--- src/verilog/ebr_pkg.sv ---
// Shared constants and types of the external bus ready and arbitration block.
package ebr_pkg;

    // System clocks per half period of the bus reference clock.
    localparam int REF_HALF = 2;
    // System clocks per reference clock period, one bus phase unit.
    localparam int TCS_CYC  = 2 * REF_HALF;

    // Register offsets on the plain register port.
    localparam logic [3:0] ADR_CTRL = 4'h0;
    localparam logic [3:0] ADR_TIM0 = 4'h4;
    localparam logic [3:0] ADR_TIM1 = 4'h8;
    localparam logic [3:0] ADR_STAT = 4'hC;

    // Control register field positions.
    localparam int CTRL_ASYNC = 0;
    localparam int CTRL_POLHI = 1;
    localparam int CTRL_ARB   = 2;
    // Control reset: synchronous ready, active high, arbitration off.
    localparam logic [2:0] CTRL_RST = 3'h2;

    // Address bit that selects one of the two window timing sets.
    localparam int WIN_BIT = 23;

    // Per window phase lengths, in reference clock periods.
    typedef struct packed {
        logic       rdy_en; // Access phase may be stretched by ready.
        logic [1:0] f;      // Hold phase, 0 to 3.
        logic [4:0] e;      // Access phase minus one, 1 to 32.
        logic       d;      // Write data setup phase, 0 to 1.
        logic [1:0] c;      // Command delay phase, 0 to 3.
        logic       ab;     // Address phase minus one, 1 to 2.
    } ebr_timing_t;

    localparam logic [11:0] TIM_RST = 12'h000;

    // One internal bus request.
    typedef struct packed {
        logic        write;
        logic [23:0] addr;
        logic [15:0] wdata;
    } ebr_req_t;

    // Bus control outputs, all driven from flip-flops.
    typedef struct packed {
        logic rd_n;
        logic wr_n;
        logic ale;
        logic cs_n;
        logic high_byte_enable_n;
    } ebr_ctl_t;

    // Controller states, one-hot.
    typedef enum logic [8:0] {
        ST_IDLE  = 9'h001,
        ST_ADDR  = 9'h002,
        ST_CMD   = 9'h004,
        ST_DSET  = 9'h008,
        ST_ACC   = 9'h010,
        ST_RDYW  = 9'h020,
        ST_HOLDP = 9'h040,
        ST_REL   = 9'h080,
        ST_REGN  = 9'h100
    } ebr_state_t;

endpackage : ebr_pkg

--- src/verilog/ebr_sync2.sv ---
// Two flip-flop synchroniser for pin inputs.
module ebr_sync2 #(
    parameter int WIDTH = 1 // Number of bits carried across.
) (
    input  wire logic             clk_sys_in, // System clock.
    input  wire logic             rst_in,     // Synchronous reset, active high.
    input  wire logic [WIDTH-1:0] d_in,       // Asynchronous pin levels.
    input  wire logic [WIDTH-1:0] rst_val_in, // Idle level, a constant at the instance.
    output logic      [WIDTH-1:0] q_out       // Synchronised levels.
);

    // First stage, read by the second stage only.
    logic [WIDTH-1:0] meta_reg;

    // Both stages take the idle level in reset so no false edge appears.
    always_ff @(posedge clk_sys_in)
    begin
        if (rst_in)
        begin
            meta_reg <= rst_val_in;
            q_out    <= rst_val_in;
        end
        else
        begin
            meta_reg <= d_in;
            q_out    <= meta_reg;
        end
    end

endmodule : ebr_sync2

--- src/verilog/ebr_ctrl.sv ---
// External bus controller: phase sequencer, ready handshake and bus arbitration.
//
// Local design decisions: the address-and-strobe port and the address map.

module ebr_ctrl (
    input  wire logic              clk_sys_in,              // System clock, 250 MHz.
    input  wire logic              rst_in,                  // Synchronous reset, active high.
    input  wire logic [3:0]        reg_addr_in,             // Register byte address.
    input  wire logic [31:0]       reg_wdata_in,            // Register write data.
    input  wire logic              reg_wr_in,               // Register write strobe.
    input  wire logic              reg_rd_in,               // Register read strobe.
    output logic      [31:0]       reg_rdata_out,           // Read data, one cycle later.
    input  wire logic              req_valid_in,            // Internal bus request pending.
    input  wire ebr_pkg::ebr_req_t req_in,                  // Request contents.
    output logic                   req_accept_out,          // Request taken, one pulse.
    output logic                   rsp_valid_out,           // Access finished, one pulse.
    output logic      [15:0]       rsp_rdata_out,           // Captured read data.
    input  wire logic              ready_in,                // Ready pin.
    input  wire logic              hold_n_in,               // Hold request pin, active low.
    input  wire logic [15:0]       data_in,                 // Data pins, input side.
    output logic                   bus_reference_clock_out, // Reference clock out.
    output logic      [23:0]       addr_out,                // Address pins.
    output logic      [15:0]       data_out,                // Data pins, output side.
    output logic                   data_oe_n_out,           // Data drive, low drives.
    output ebr_pkg::ebr_ctl_t      ctl_out,                 // Control pins.
    output logic                   bus_oe_n_out,            // Control and address drive, low drives.
    output logic                   bus_grant_ack_out,       // Bus handed to other master.
    output logic                   bus_regain_request_out   // Device wants bus back.
);

    // Register state.
    logic [2:0]           ctrl_reg;            // Async, polarity, arbitration enable.
    ebr_pkg::ebr_timing_t tim_reg [2];         // Two window timing sets.
    ebr_pkg::ebr_timing_t cur_reg;             // Timing latched for running cycle.
    ebr_pkg::ebr_req_t    req_reg;             // Request latched for running cycle.
    // Sequencer state.
    ebr_pkg::ebr_state_t  st_reg;              // Current state.
    ebr_pkg::ebr_state_t  st_next;             // Next state.
    logic [4:0]           cnt_reg;             // Phase countdown.
    logic [4:0]           cnt_next;            // Next countdown.
    logic [1:0]           div_reg;             // Reference clock divider.
    logic                 tick;                // Last system clock of a period.
    // Pin sampling.
    logic [17:0]          pin_s;               // Synchronised ready, hold, data.
    logic                 rdy_s;               // Ready after the pin synchroniser.
    logic                 hold_act;            // Hold requested.
    logic                 rdy_a_reg;           // Extra asynchronous stage.
    logic                 rdy_act;             // Ready seen active at sample point.
    // Named control bits.
    logic                 async_mode;
    logic                 pol_hi;
    logic                 arb_en;
    assign async_mode = ctrl_reg[ebr_pkg::CTRL_ASYNC];
    assign pol_hi     = ctrl_reg[ebr_pkg::CTRL_POLHI];
    assign arb_en     = ctrl_reg[ebr_pkg::CTRL_ARB];
    // True while the read or write command is low.
    function automatic logic is_cmd(input ebr_pkg::ebr_state_t s);
        is_cmd = (s == ebr_pkg::ST_ACC) || (s == ebr_pkg::ST_RDYW);
    endfunction : is_cmd
    // True while a bus cycle owns the bus.
    function automatic logic in_cycle(input ebr_pkg::ebr_state_t s);
        in_cycle = (s == ebr_pkg::ST_ADDR) || (s == ebr_pkg::ST_CMD) || (s == ebr_pkg::ST_DSET)
                   || is_cmd(s) || (s == ebr_pkg::ST_HOLDP);
    endfunction : in_cycle
    // All pins pass two flops; ready then serves the synchronous mode directly.
    ebr_sync2 #(
        .WIDTH (18)
    ) u_pins (
        .clk_sys_in (clk_sys_in),
        .rst_in     (rst_in),
        .d_in       ({ready_in, hold_n_in, data_in}),
        .rst_val_in (18'h1_0000),
        .q_out      (pin_s)
    );
    assign rdy_s    = pin_s[17];
    assign hold_act = !pin_s[16];
    // The divider sets the phase unit and drives the reference clock out.
    always_ff @(posedge clk_sys_in)
    begin
        if (rst_in)
        begin
            div_reg                 <= 2'h0;
            bus_reference_clock_out <= 1'b0;
        end
        else
        begin
            div_reg                 <= tick ? 2'h0 : div_reg + 2'h1;
            bus_reference_clock_out <= (div_reg >= 2'(ebr_pkg::REF_HALF - 1)) && !tick;
        end
    end
    assign tick = (div_reg == 2'(ebr_pkg::TCS_CYC - 1));
    // Asynchronous mode adds one period-wide stage, costing a waitstate.
    always_ff @(posedge clk_sys_in)
    begin
        if (rst_in)
            rdy_a_reg <= 1'b0;
        else if (tick)
            rdy_a_reg <= rdy_s;
    end
    // The mode picks the sampling instant; polarity decides which level counts.
    assign rdy_act = (async_mode ? rdy_a_reg : rdy_s) == pol_hi;
    // Register writes steer the sequencer.
    always_ff @(posedge clk_sys_in)
    begin
        if (rst_in)
        begin
            ctrl_reg   <= ebr_pkg::CTRL_RST;
            tim_reg[0] <= ebr_pkg::TIM_RST;
            tim_reg[1] <= ebr_pkg::TIM_RST;
        end
        else if (reg_wr_in)
        begin
            case (reg_addr_in)
                ebr_pkg::ADR_CTRL: ctrl_reg   <= reg_wdata_in[2:0];
                ebr_pkg::ADR_TIM0: tim_reg[0] <= reg_wdata_in[11:0];
                ebr_pkg::ADR_TIM1: tim_reg[1] <= reg_wdata_in[11:0];
                default: ;
            endcase
        end
    end
    // Reads answer the cycle after the strobe; anything else reads zero.
    always_ff @(posedge clk_sys_in)
    begin
        if (rst_in || !reg_rd_in)
            reg_rdata_out <= 32'h0000_0000;
        else
        begin
            case (reg_addr_in)
                ebr_pkg::ADR_CTRL: reg_rdata_out <= {29'h0000_0000, ctrl_reg};
                ebr_pkg::ADR_TIM0: reg_rdata_out <= {20'h0_0000, tim_reg[0]};
                ebr_pkg::ADR_TIM1: reg_rdata_out <= {20'h0_0000, tim_reg[1]};
                ebr_pkg::ADR_STAT: reg_rdata_out <= {20'h0_0000, bus_grant_ack_out, hold_act, rdy_act, st_reg};
                default:           reg_rdata_out <= 32'h0000_0000;
            endcase
        end
    end
    // Phase sequencer; every step lands on a reference clock boundary.
    always_comb
    begin
        st_next  = st_reg;
        cnt_next = cnt_reg;
        if (tick)
        begin
            case (st_reg)
                ebr_pkg::ST_IDLE:
                begin
                    // Hold is looked at only between cycles.
                    if (hold_act && arb_en)
                        st_next = ebr_pkg::ST_REL;
                    else if (req_valid_in)
                    begin
                        st_next  = ebr_pkg::ST_ADDR;
                        cnt_next = {4'h0, tim_reg[req_in.addr[ebr_pkg::WIN_BIT]].ab};
                    end
                end
                ebr_pkg::ST_ADDR, ebr_pkg::ST_CMD, ebr_pkg::ST_DSET:
                begin
                    if (cnt_reg != 5'h00)
                        cnt_next = cnt_reg - 5'h01;
                    else if ((st_reg == ebr_pkg::ST_ADDR) && (cur_reg.c != 2'h0))
                    begin
                        st_next  = ebr_pkg::ST_CMD;
                        cnt_next = {3'h0, cur_reg.c - 2'h1};
                    end
                    else if ((st_reg != ebr_pkg::ST_DSET) && cur_reg.d)
                    begin
                        st_next  = ebr_pkg::ST_DSET;
                        cnt_next = 5'h00;
                    end
                    else
                    begin
                        // Programmed lengths place the first ready sample.
                        st_next  = ebr_pkg::ST_ACC;
                        cnt_next = cur_reg.e;
                    end
                end
                ebr_pkg::ST_ACC:
                begin
                    if (cnt_reg != 5'h00)
                        cnt_next = cnt_reg - 5'h01;
                    else if (cur_reg.rdy_en && (async_mode || !rdy_act))
                        st_next = ebr_pkg::ST_RDYW;
                    else
                    begin
                        st_next  = (cur_reg.f != 2'h0) ? ebr_pkg::ST_HOLDP : ebr_pkg::ST_IDLE;
                        cnt_next = {3'h0, cur_reg.f - 2'h1};
                    end
                end
                ebr_pkg::ST_RDYW:
                begin
                    // Stay one more waitstate per inactive sample.
                    if (rdy_act)
                    begin
                        st_next  = (cur_reg.f != 2'h0) ? ebr_pkg::ST_HOLDP : ebr_pkg::ST_IDLE;
                        cnt_next = {3'h0, cur_reg.f - 2'h1};
                    end
                end
                ebr_pkg::ST_HOLDP:
                begin
                    if (cnt_reg != 5'h00)
                        cnt_next = cnt_reg - 5'h01;
                    else
                        st_next = ebr_pkg::ST_IDLE;
                end
                ebr_pkg::ST_REL:
                begin
                    // Only hold going high ends the release.
                    if (!hold_act)
                        st_next = ebr_pkg::ST_REGN;
                end
                ebr_pkg::ST_REGN:
                    st_next = ebr_pkg::ST_IDLE;
                default:
                    st_next = ebr_pkg::ST_IDLE;
            endcase
        end
    end

    always_ff @(posedge clk_sys_in)
    begin
        if (rst_in)
        begin
            st_reg  <= ebr_pkg::ST_IDLE;
            cnt_reg <= 5'h00;
        end
        else
        begin
            st_reg  <= st_next;
            cnt_reg <= cnt_next;
        end
    end
    // Request capture; a request waits in place while the bus is away.
    always_ff @(posedge clk_sys_in)
    begin
        if (rst_in)
        begin
            req_reg        <= '0;
            cur_reg        <= ebr_pkg::TIM_RST;
            req_accept_out <= 1'b0;
        end
        else
        begin
            req_accept_out <= (st_reg == ebr_pkg::ST_IDLE) && (st_next == ebr_pkg::ST_ADDR);
            if ((st_reg == ebr_pkg::ST_IDLE) && (st_next == ebr_pkg::ST_ADDR))
            begin
                req_reg <= req_in;
                cur_reg <= tim_reg[req_in.addr[ebr_pkg::WIN_BIT]];
            end
        end
    end
    // Pin outputs follow the next state so each comes from a flop.
    always_ff @(posedge clk_sys_in)
    begin
        if (rst_in)
        begin
            ctl_out           <= '{rd_n: 1'b1, wr_n: 1'b1, ale: 1'b0, cs_n: 1'b1, high_byte_enable_n: 1'b1};
            addr_out          <= 24'h00_0000;
            data_out          <= 16'h0000;
            data_oe_n_out     <= 1'b1;
            bus_oe_n_out      <= 1'b0;
            bus_grant_ack_out <= 1'b0;
        end
        else
        begin
            ctl_out.ale                <= (st_next == ebr_pkg::ST_ADDR);
            ctl_out.cs_n               <= !in_cycle(st_next);
            ctl_out.rd_n               <= !(is_cmd(st_next) && !req_reg.write);
            ctl_out.wr_n               <= !(is_cmd(st_next) && req_reg.write);
            ctl_out.high_byte_enable_n <= !in_cycle(st_next);
            if ((st_reg == ebr_pkg::ST_IDLE) && (st_next == ebr_pkg::ST_ADDR))
            begin
                addr_out <= req_in.addr;
                data_out <= req_in.wdata;
            end
            data_oe_n_out     <= !(req_reg.write && in_cycle(st_next) && (st_next != ebr_pkg::ST_ADDR));
            // Controls were already driven inactive in idle; only then do they float.
            bus_oe_n_out      <= (st_next == ebr_pkg::ST_REL);
            bus_grant_ack_out <= (st_next == ebr_pkg::ST_REL);
        end
    end
    // The bus request shows a stalled request; it does not itself end the release.
    always_ff @(posedge clk_sys_in)
    begin
        if (rst_in)
            bus_regain_request_out <= 1'b0;
        else
            bus_regain_request_out <= (st_next == ebr_pkg::ST_REL) && req_valid_in;
    end
    // Read data are taken on the edge that raises the read strobe.
    always_ff @(posedge clk_sys_in)
    begin
        if (rst_in)
        begin
            rsp_valid_out <= 1'b0;
            rsp_rdata_out <= 16'h0000;
        end
        else
        begin
            rsp_valid_out <= is_cmd(st_reg) && !is_cmd(st_next);
            if (is_cmd(st_reg) && !is_cmd(st_next) && !req_reg.write)
                rsp_rdata_out <= pin_s[15:0];
        end
    end
endmodule : ebr_ctrl

--- config.mk ---
export PLATFORM = sky130hd
export DESIGN_NAME = ebr_ctrl
export DESIGN_NICKNAME = d
export VERILOG_FILES = /design/src/verilog/ebr_pkg.sv /design/src/verilog/ebr_sync2.sv /design/src/verilog/ebr_ctrl.sv
export SDC_FILE = /design/constraint.sdc
export NUM_CORES = 1
export LEC_CHECK = 0
export BUFFER_PORTS_ARGS = -buffer_cell sky130_fd_sc_hd__buf_2
export CORE_ASPECT_RATIO = 0.7
export CORE_MARGIN = 2
export CORE_UTILIZATION = 54
export CTS_BUF_LIST = sky130_fd_sc_hd__clkbuf_4 sky130_fd_sc_hd__clkbuf_8
export DETAILED_ROUTE_END_ITERATION = 6
export PLACE_DENSITY = 0.81
export SYNTH_ARGS = -nofsm -noshare
export SYNTH_HDL_FRONTEND = slang
export SYNTH_HIERARCHICAL = 1
export SYNTH_SLANG_ARGS = --single-unit
--- constraint.sdc ---
create_clock -name clk_sys_in -period 3.6 [get_ports clk_sys_in]
set_input_delay 0.72 -clock clk_sys_in [delete_from_list [all_inputs] [get_ports clk_sys_in]]
set_output_delay 0.72 -clock clk_sys_in [all_outputs]
set_load 0.02 [all_outputs]
### Word level (Yosys, flattened, before mapping)

Memories as Yosys holds them, arrays and structs flattened.
Index checks and enable logic that the tools add are counted.

* input port bits: 100
* bits in writable memories: 24
* memories: 1
* bits in registers: 166
* output and inout bits: 100

Memories
* tim_reg: words 2, bits a word 12, read ports 3, clocked after memory_dff 0, wr ports 2, line ebr_ctrl.sv:33 `ebr_pkg::ebr_timing_t tim_reg [2];`

* reduce and logical (&&, ||, !) cells: 40
* eq/ne operators: 27
* bitwise gates (word level): 2
* order comparisons: 1
* add/subtract/negate cells: 4
* mux-type cells: 37

Operators with widths (count)
* $mux 9: 8
* $mux 5: 11
* $pmux 9 s6: 1
* $pmux 12 s4: 1
* $pmux 5 s5: 1
* $mux 12: 2
* $eq 9x2->1 const B: 2
* $eq 9x3->1 const B: 2
* $eq 9x4->1 const B: 2
* $eq 9x5->1 const B: 2
* $eq 9x6->1 const B: 2
* $eq 9x7->1 const B: 2
* $eq 9x8->1 const B: 2
* $mux 7: 2
* $logic_and 1x1->1: 13
* $mux 1: 11
* $logic_not 1->1: 10
* $reduce_bool 5->1: 2
* $eq 9x1->1 const B: 1
* $ne 9x2->1 const B: 1
* $ne 9x4->1 const B: 1
* $eq 4x4->1 const B: 2
* $logic_or 1x1->1: 8
* $ne 2x2->1 const B: 4
* other kinds (15): 18

### Depth between registers and ports, before layout

* word-level depth: 17
* gate-level depth with buffers: 11
* depth with buffers taken out: 10

### Modules after synthesis

Netlist, hierarchy kept.

Modules (own cells, without submodules)
* ebr_ctrl: sequential area each 2922.8 um2, cells each 661, times used 1, area each 5885.6 um2
* ebr_sync2: sequential area each 720.7 um2, cells each 76, times used 1, area each 1310.0 um2

### Worst setup path after synthesis

Ideal clock, no wire load.

* path kind: reg-to-reg
* from: reg cnt_reg[0]
* to: reg data_oe_n_out
* stages on the path, launching flop included: 11
* arrival time: 2.363 ns
* buffers on the path: 0
* setup slack: 1.106 ns
* period minus slack after synthesis: 2.494 ns
* cell sequence: dfxtp_1 inv_1 ha_1 or4b_4 a32oi_1 o41a_2 o21ai_2 a311oi_4 a21oi_2 a2111oi_2 o211ai_1

* longest elaborated chain between the ends: 12
* elaborated cells between the ends (all ways): 21
* classes of those cells: eq/ne (7); mux (5); reduce/logical (9)

RTL lines
* start: declaration: line ebr_ctrl.sv:39 `logic [4:0] cnt_reg;`
* start signal: assignment: line ebr_ctrl.sv:229 `cnt_reg <= cnt_next;`
* $reduce_bool 5->1 *: line ebr_ctrl.sv:158, ebr_ctrl.sv:179, ebr_ctrl.sv:200
* $mux 9 (on tied branches): line ebr_ctrl.sv:200, ebr_ctrl.sv:158, ebr_ctrl.sv:179
* $pmux 9 s6 *: line ebr_ctrl.sv:144 `case (st_reg)`
* $mux 9 *: line ebr_ctrl.sv:142 `if (tick)`
* $eq 9x2->1 or $eq 9x3->1 (tied branches): line ebr_ctrl.sv:62 `in_cycle = (s == ebr_pkg::ST_ADDR) || (s == ebr_pkg::ST_CMD) || (s == ebr_pkg::ST_DSET)`
* $logic_or 1x1->1 (2 in series): line ebr_ctrl.sv:62
* $logic_or 1x1->1 (2 in series): line ebr_ctrl.sv:63 `|| is_cmd(s) || (s == ebr_pkg::ST_HOLDP);`
* $logic_and 1x1->1: line ebr_ctrl.sv:275 `data_oe_n_out <= !(req_reg.write && in_cycle(st_next) && (st_next != ebr_pkg::ST_ADDR));`
* $logic_and 1x1->1 *: line ebr_ctrl.sv:275
* $logic_not 1->1 *: line ebr_ctrl.sv:275
* end signal: assignment: line ebr_ctrl.sv:275
* end: declaration: line ebr_ctrl.sv:24 `output logic data_oe_n_out,`

Mark *: on every way between the ends. The rest lies on a longest branch, timed or not.
A chain may end at the register's enable or synchronous reset.

### Worst setup path after layout

* from: reg st_reg[6]
* to: reg data_oe_n_out

* longest elaborated chain between the ends: 15
* elaborated cells between the ends (all ways): 38
* classes of those cells: eq/ne (16); mux (11); reduce/logical (11)

RTL lines
* start: declaration: line ebr_ctrl.sv:37 `ebr_pkg::ebr_state_t st_reg;`
* start signal: assignment: line ebr_ctrl.sv:223 `st_reg <= ebr_pkg::ST_IDLE;`
* start signal: assignment: line ebr_ctrl.sv:228 `st_reg <= st_next;`
* $ne 9x4->1: line ebr_ctrl.sv:165 `else if ((st_reg != ebr_pkg::ST_DSET) && cur_reg.d)`
* $logic_and 1x1->1: line ebr_ctrl.sv:165
* $mux 5: line ebr_ctrl.sv:165
* $mux 5: line ebr_ctrl.sv:160 `else if ((st_reg == ebr_pkg::ST_ADDR) && (cur_reg.c != 2'h0))`
* $mux 9: line ebr_ctrl.sv:158 `if (cnt_reg != 5'h00)`
* $pmux 9 s6: line ebr_ctrl.sv:144
* $mux 9 *: line ebr_ctrl.sv:142
* $eq 9x2->1 or $eq 9x3->1 (tied branches): line ebr_ctrl.sv:62
* $logic_or 1x1->1 (2 in series): line ebr_ctrl.sv:62
* $logic_or 1x1->1 (2 in series): line ebr_ctrl.sv:63
* $logic_and 1x1->1: line ebr_ctrl.sv:275
* $logic_and 1x1->1 *: line ebr_ctrl.sv:275
* $logic_not 1->1 *: line ebr_ctrl.sv:275

Marks and branches as above.

==> summary.md <==
| Metric | Value |
|---|---|
| Path type of the worst setup path | reg -> reg |
| CP startpoint | st_reg[6] |
| Final non-filler cell total | 1,092 |
| Final wirelength | 16,000 µm |
| Clk root buf | clkbuf_8 |
| Slew margin rel. | 45.9% |
| Vias in the first global route | 5,204 |
| Period utilization | 82.3% |
| Post-synthesis mux area share | 9.29% |
| Register area share after synthesis | 50.6% |
| Fillers | 1,072 |
| CP endpoint kind | flip-flop |
| Worst r2r path cells | 8 |
| Antenna Nets Post-Route | 0 |
| Synth warnings | 6 |
| Global route overflow | 0 |
| Syn Inst Count | 737 |
| Core ar. | 13,100 µm² |
| Final nets | 1,018 |
| WP data required | 3.93 ns |
| Worst skew pair latency | 0.46 ns |
| H-tree levels | 4 |
| DP Cell Count | 1,060 |
| CTS tree | done |
| Worst path depth | 8 |
| Critical Path Max Stage Delay | 0.56 ns |
| DR WL/cell | 14.7 µm |
| Simple-Gate Fraction of Synth Area | 17.4% |
| Post-route cell area | 8530 µm² |
| Hold Vio Cnt, Final | 0 |
| P_leak | 0.00360 µW |
| Max Fclk | 338 MHz |
| Reg2reg start | st_reg[6] |
| Detailed placement HPWL | 11,300 µm |
| Resize count post-CTS | 0 |
| DRT Pass-1 Iters | 5 |
| Synth Register Bits | 170 |
| Mean Syn Cell Area | 9.76 µm² |
| Min Tclk post-route | 2.96 ns |
| RSZ-0062 raised after global routing | no |
| Ranking of synthesized cells by area | dfxtp_1 (41%), edfxtp_1 (10%), nand2_1 (7.4%), mux2_4 (6.3%), a21oi_1 (5.6%) |
| Main combinational cell family by area after synthesis | simple AND/OR/NAND/NOR gates |
| EDFF count, synth | 24 |
| Power Density | 444 nW/µm² |
| Die W | 142 µm |
| Asr flop ratio synth | 0% |
| Slew Viols, Final | 0 |
| Vias per cell | 5.27 |
| CTS max path bufs | 2 |
| Total track usage | 22.5% |
| VDD IR max | 0.246 mV |
| DR iter-0 viols | 418 |
| Post CTS Setup Buffer Count | 0 |
| Post-synth top area share | 40.6% |
| # DRC | 0 |
| Via count | 5,758 |
| WP data arrival | 3.29 ns |
| Diode count | 0 |
| Worst Path Max Fanout | 15 |
| Critical Path Source Type | flip-flop |
| Area of the multi-input gates | 3320 µm² |
| RR Endpoint | data_oe_n_out |
| Clock Pin Slew Worst Setup and Hold Paths | 0.09 ns |
| Final Wtd Congestion | 0.935 |
| Share of layout cells above drive strength 1 | 28.2% |
| FF/Latch Area | 3640 µm² |
| Buffers added on ports | 159 |
| Initial core utilization | 55.0% |
| Final setup fails | 0 |
| Max-Cap Viols | 0 |
| Row Count | 35 |
| Mapped cell area | 7200 µm² |
| Synth Area in Adders | 0.869% |
| Initial antenna violation count | 0 |
| Compound-cell area share of the yosys netlist | 14.5% |
| Worst min path class | reg -> reg |
| Total CTS buffers | 17 |
| Cell Area, Placed | 8110 µm² |
| Pin count of the biggest net entering global routing | 105 |
| Sink Count | 170 |
| Num ports | 200 |
| Critical path destination | data_oe_n_out |
| Ys flop type | dfxtp_1 |
| R2R setup slack | 0.64 ns |
| Worst Clk Skew | 0.0182 ns |
| Top cell family by delay on the critical path | compound AO/OA/AOI/OAI gates |
| CP cell instances | nor4_1, o2111ai_2, a2111oi_0, a21oi_1, a31oi_1, mux2i_1, a2111oi_2, o211ai_1 |
| Post-Synth XOR/XNOR Area | 0.974% |
| First-pass GRT wire length | 25,400 µm |
| Setup tns final | 0 ns |
| Slew at the pin closest to its max-slew limit | 0.809 ns |
| Largest area contributor in the netlist | dfxtp_1 |
| Syn-to-layout area delta | 18.5% |
| CP Buf/Inv Count | 0 |
| Post-CTS Hold Fix Bufs | 0 |
| Die span in y | 101 µm |
| Status | finished clean |
| Slowest-stage cell, CP | a2111oi_0 |
| Die Area | 14,300 µm² |
| Post-layout util | 65.1% |
| Distinct cells, synth | 71 |
| Hold WS | 0.437 ns |
-- per-stage QoR --
| stage | setup slack [ns] | total power [µW] |
|---|---|---|
| 2_1_floorplan | 1.11 | 2340 |
| 3_3_place_gp | 0.820 | 2420 |
| 3_5_place_dp | 0.712 | 2430 |
| 4_1_cts | 0.674 | 3810 |
| 5_1_grt | 0.457 | 3930 |
| 6_report | 0.638 | 3780 |
-- per-layer routing --
| layer | track usage [%] | wire length, µm |
|---|---|---|
| met1 | 31.6 | 7430 |
| met2 | 33.8 | 7120 |
| met3 | 5.56 | 1230 |
| met4 | 8.38 | 261 |
| met5 | 0 | 0 |
-- layout by cell type, fill, tap and decap left out, types with 11 or more instances in the layout --
cell / synthesis / layout
buf_2: 7 / 158
dfxtp_1: 146 / 146
nand2_1: 141 / 141
a21oi_1: 81 / 81
conb_1: 2 / 56
nor2_1: 38 / 38
mux2_4: 30 / 30
edfxtp_1: 24 / 24
clkbuf_8: 0 / 18
and2_1: 16 / 16
a22oi_1: 16 / 16
mux2i_1: 15 / 15
o21ai_0: 14 / 14
inv_1: 11 / 11
a211oi_1: 11 / 11
buf_4: 22 / 11
-- worst register-to-register path: cells and delay by family, from the launching register on --
kind / cells / cell delay (ns)
AND/OR/NAND/NOR: 1 / 0.37
AO/OA/AOI/OAI: 6 / 1.84
flip-flops: 1 / 0.52
multiplexers: 1 / 0.12
-- layout make-up --
type / count / area share (%)
tap: 166 / 2.44
sequential: 170 / 42.7
timing repair buffer: 170 / 10.5
clock inverter: 14 / 2.04
inverter: 11 / 0.484
multi-input combinational: 543 / 38.9
clock buffer: 18 / 2.91
-- power breakdown --
part | total (µW) | internal [µW] | switching, µW
sequential | 2040 | 2000 | 37.0
combinational | 357 | 150 | 208
clock | 1390 | 613 | 777
-- logic make-up after synthesis --
family	after synthesis
AND/OR/NAND/NOR	261
flip-flops	170
AO/OA/AOI/OAI	162
buffers and inverters	78
multiplexers	51
XOR/XNOR	8
adder cells (fa/ha/maj)	5
other	2
-- how the worst min path moves through the flow --
stage	from	endpoint	slack (ns)	depth (start not counted)
floorplan	req_reg[40]	ctl_out[3]	0.40	1
global placement	div_reg[0]	div_reg[0]	0.42	1
detailed placement	u_pins/q_out[5]	rsp_rdata_out[5]	0.42	2
CTS	u_pins/q_out[5]	rsp_rdata_out[5]	0.44	2
global route	data_in[9]	u_pins/meta_reg[9]	0.45	2
finish	u_pins/q_out[14]	rsp_rdata_out[14]	0.44	2
-- cells in the mapped netlist (all sizes together), types with 5 or more instances --
library cell    n
a211oi         11
a21oi          82
a22oi          16
a32oi           5
and2           16
and3            5
buf            40
clkbuf         27
dfxtp         146
edfxtp         24
ha              5
inv            11
mux2           36
mux2i          15
nand2         142
nand2b          7
nand3           8
nor2           39
nor2b           5
nor3           10
nor4b           7
o21ai          19
xor2            6
(Power assumes the default switching activity.)
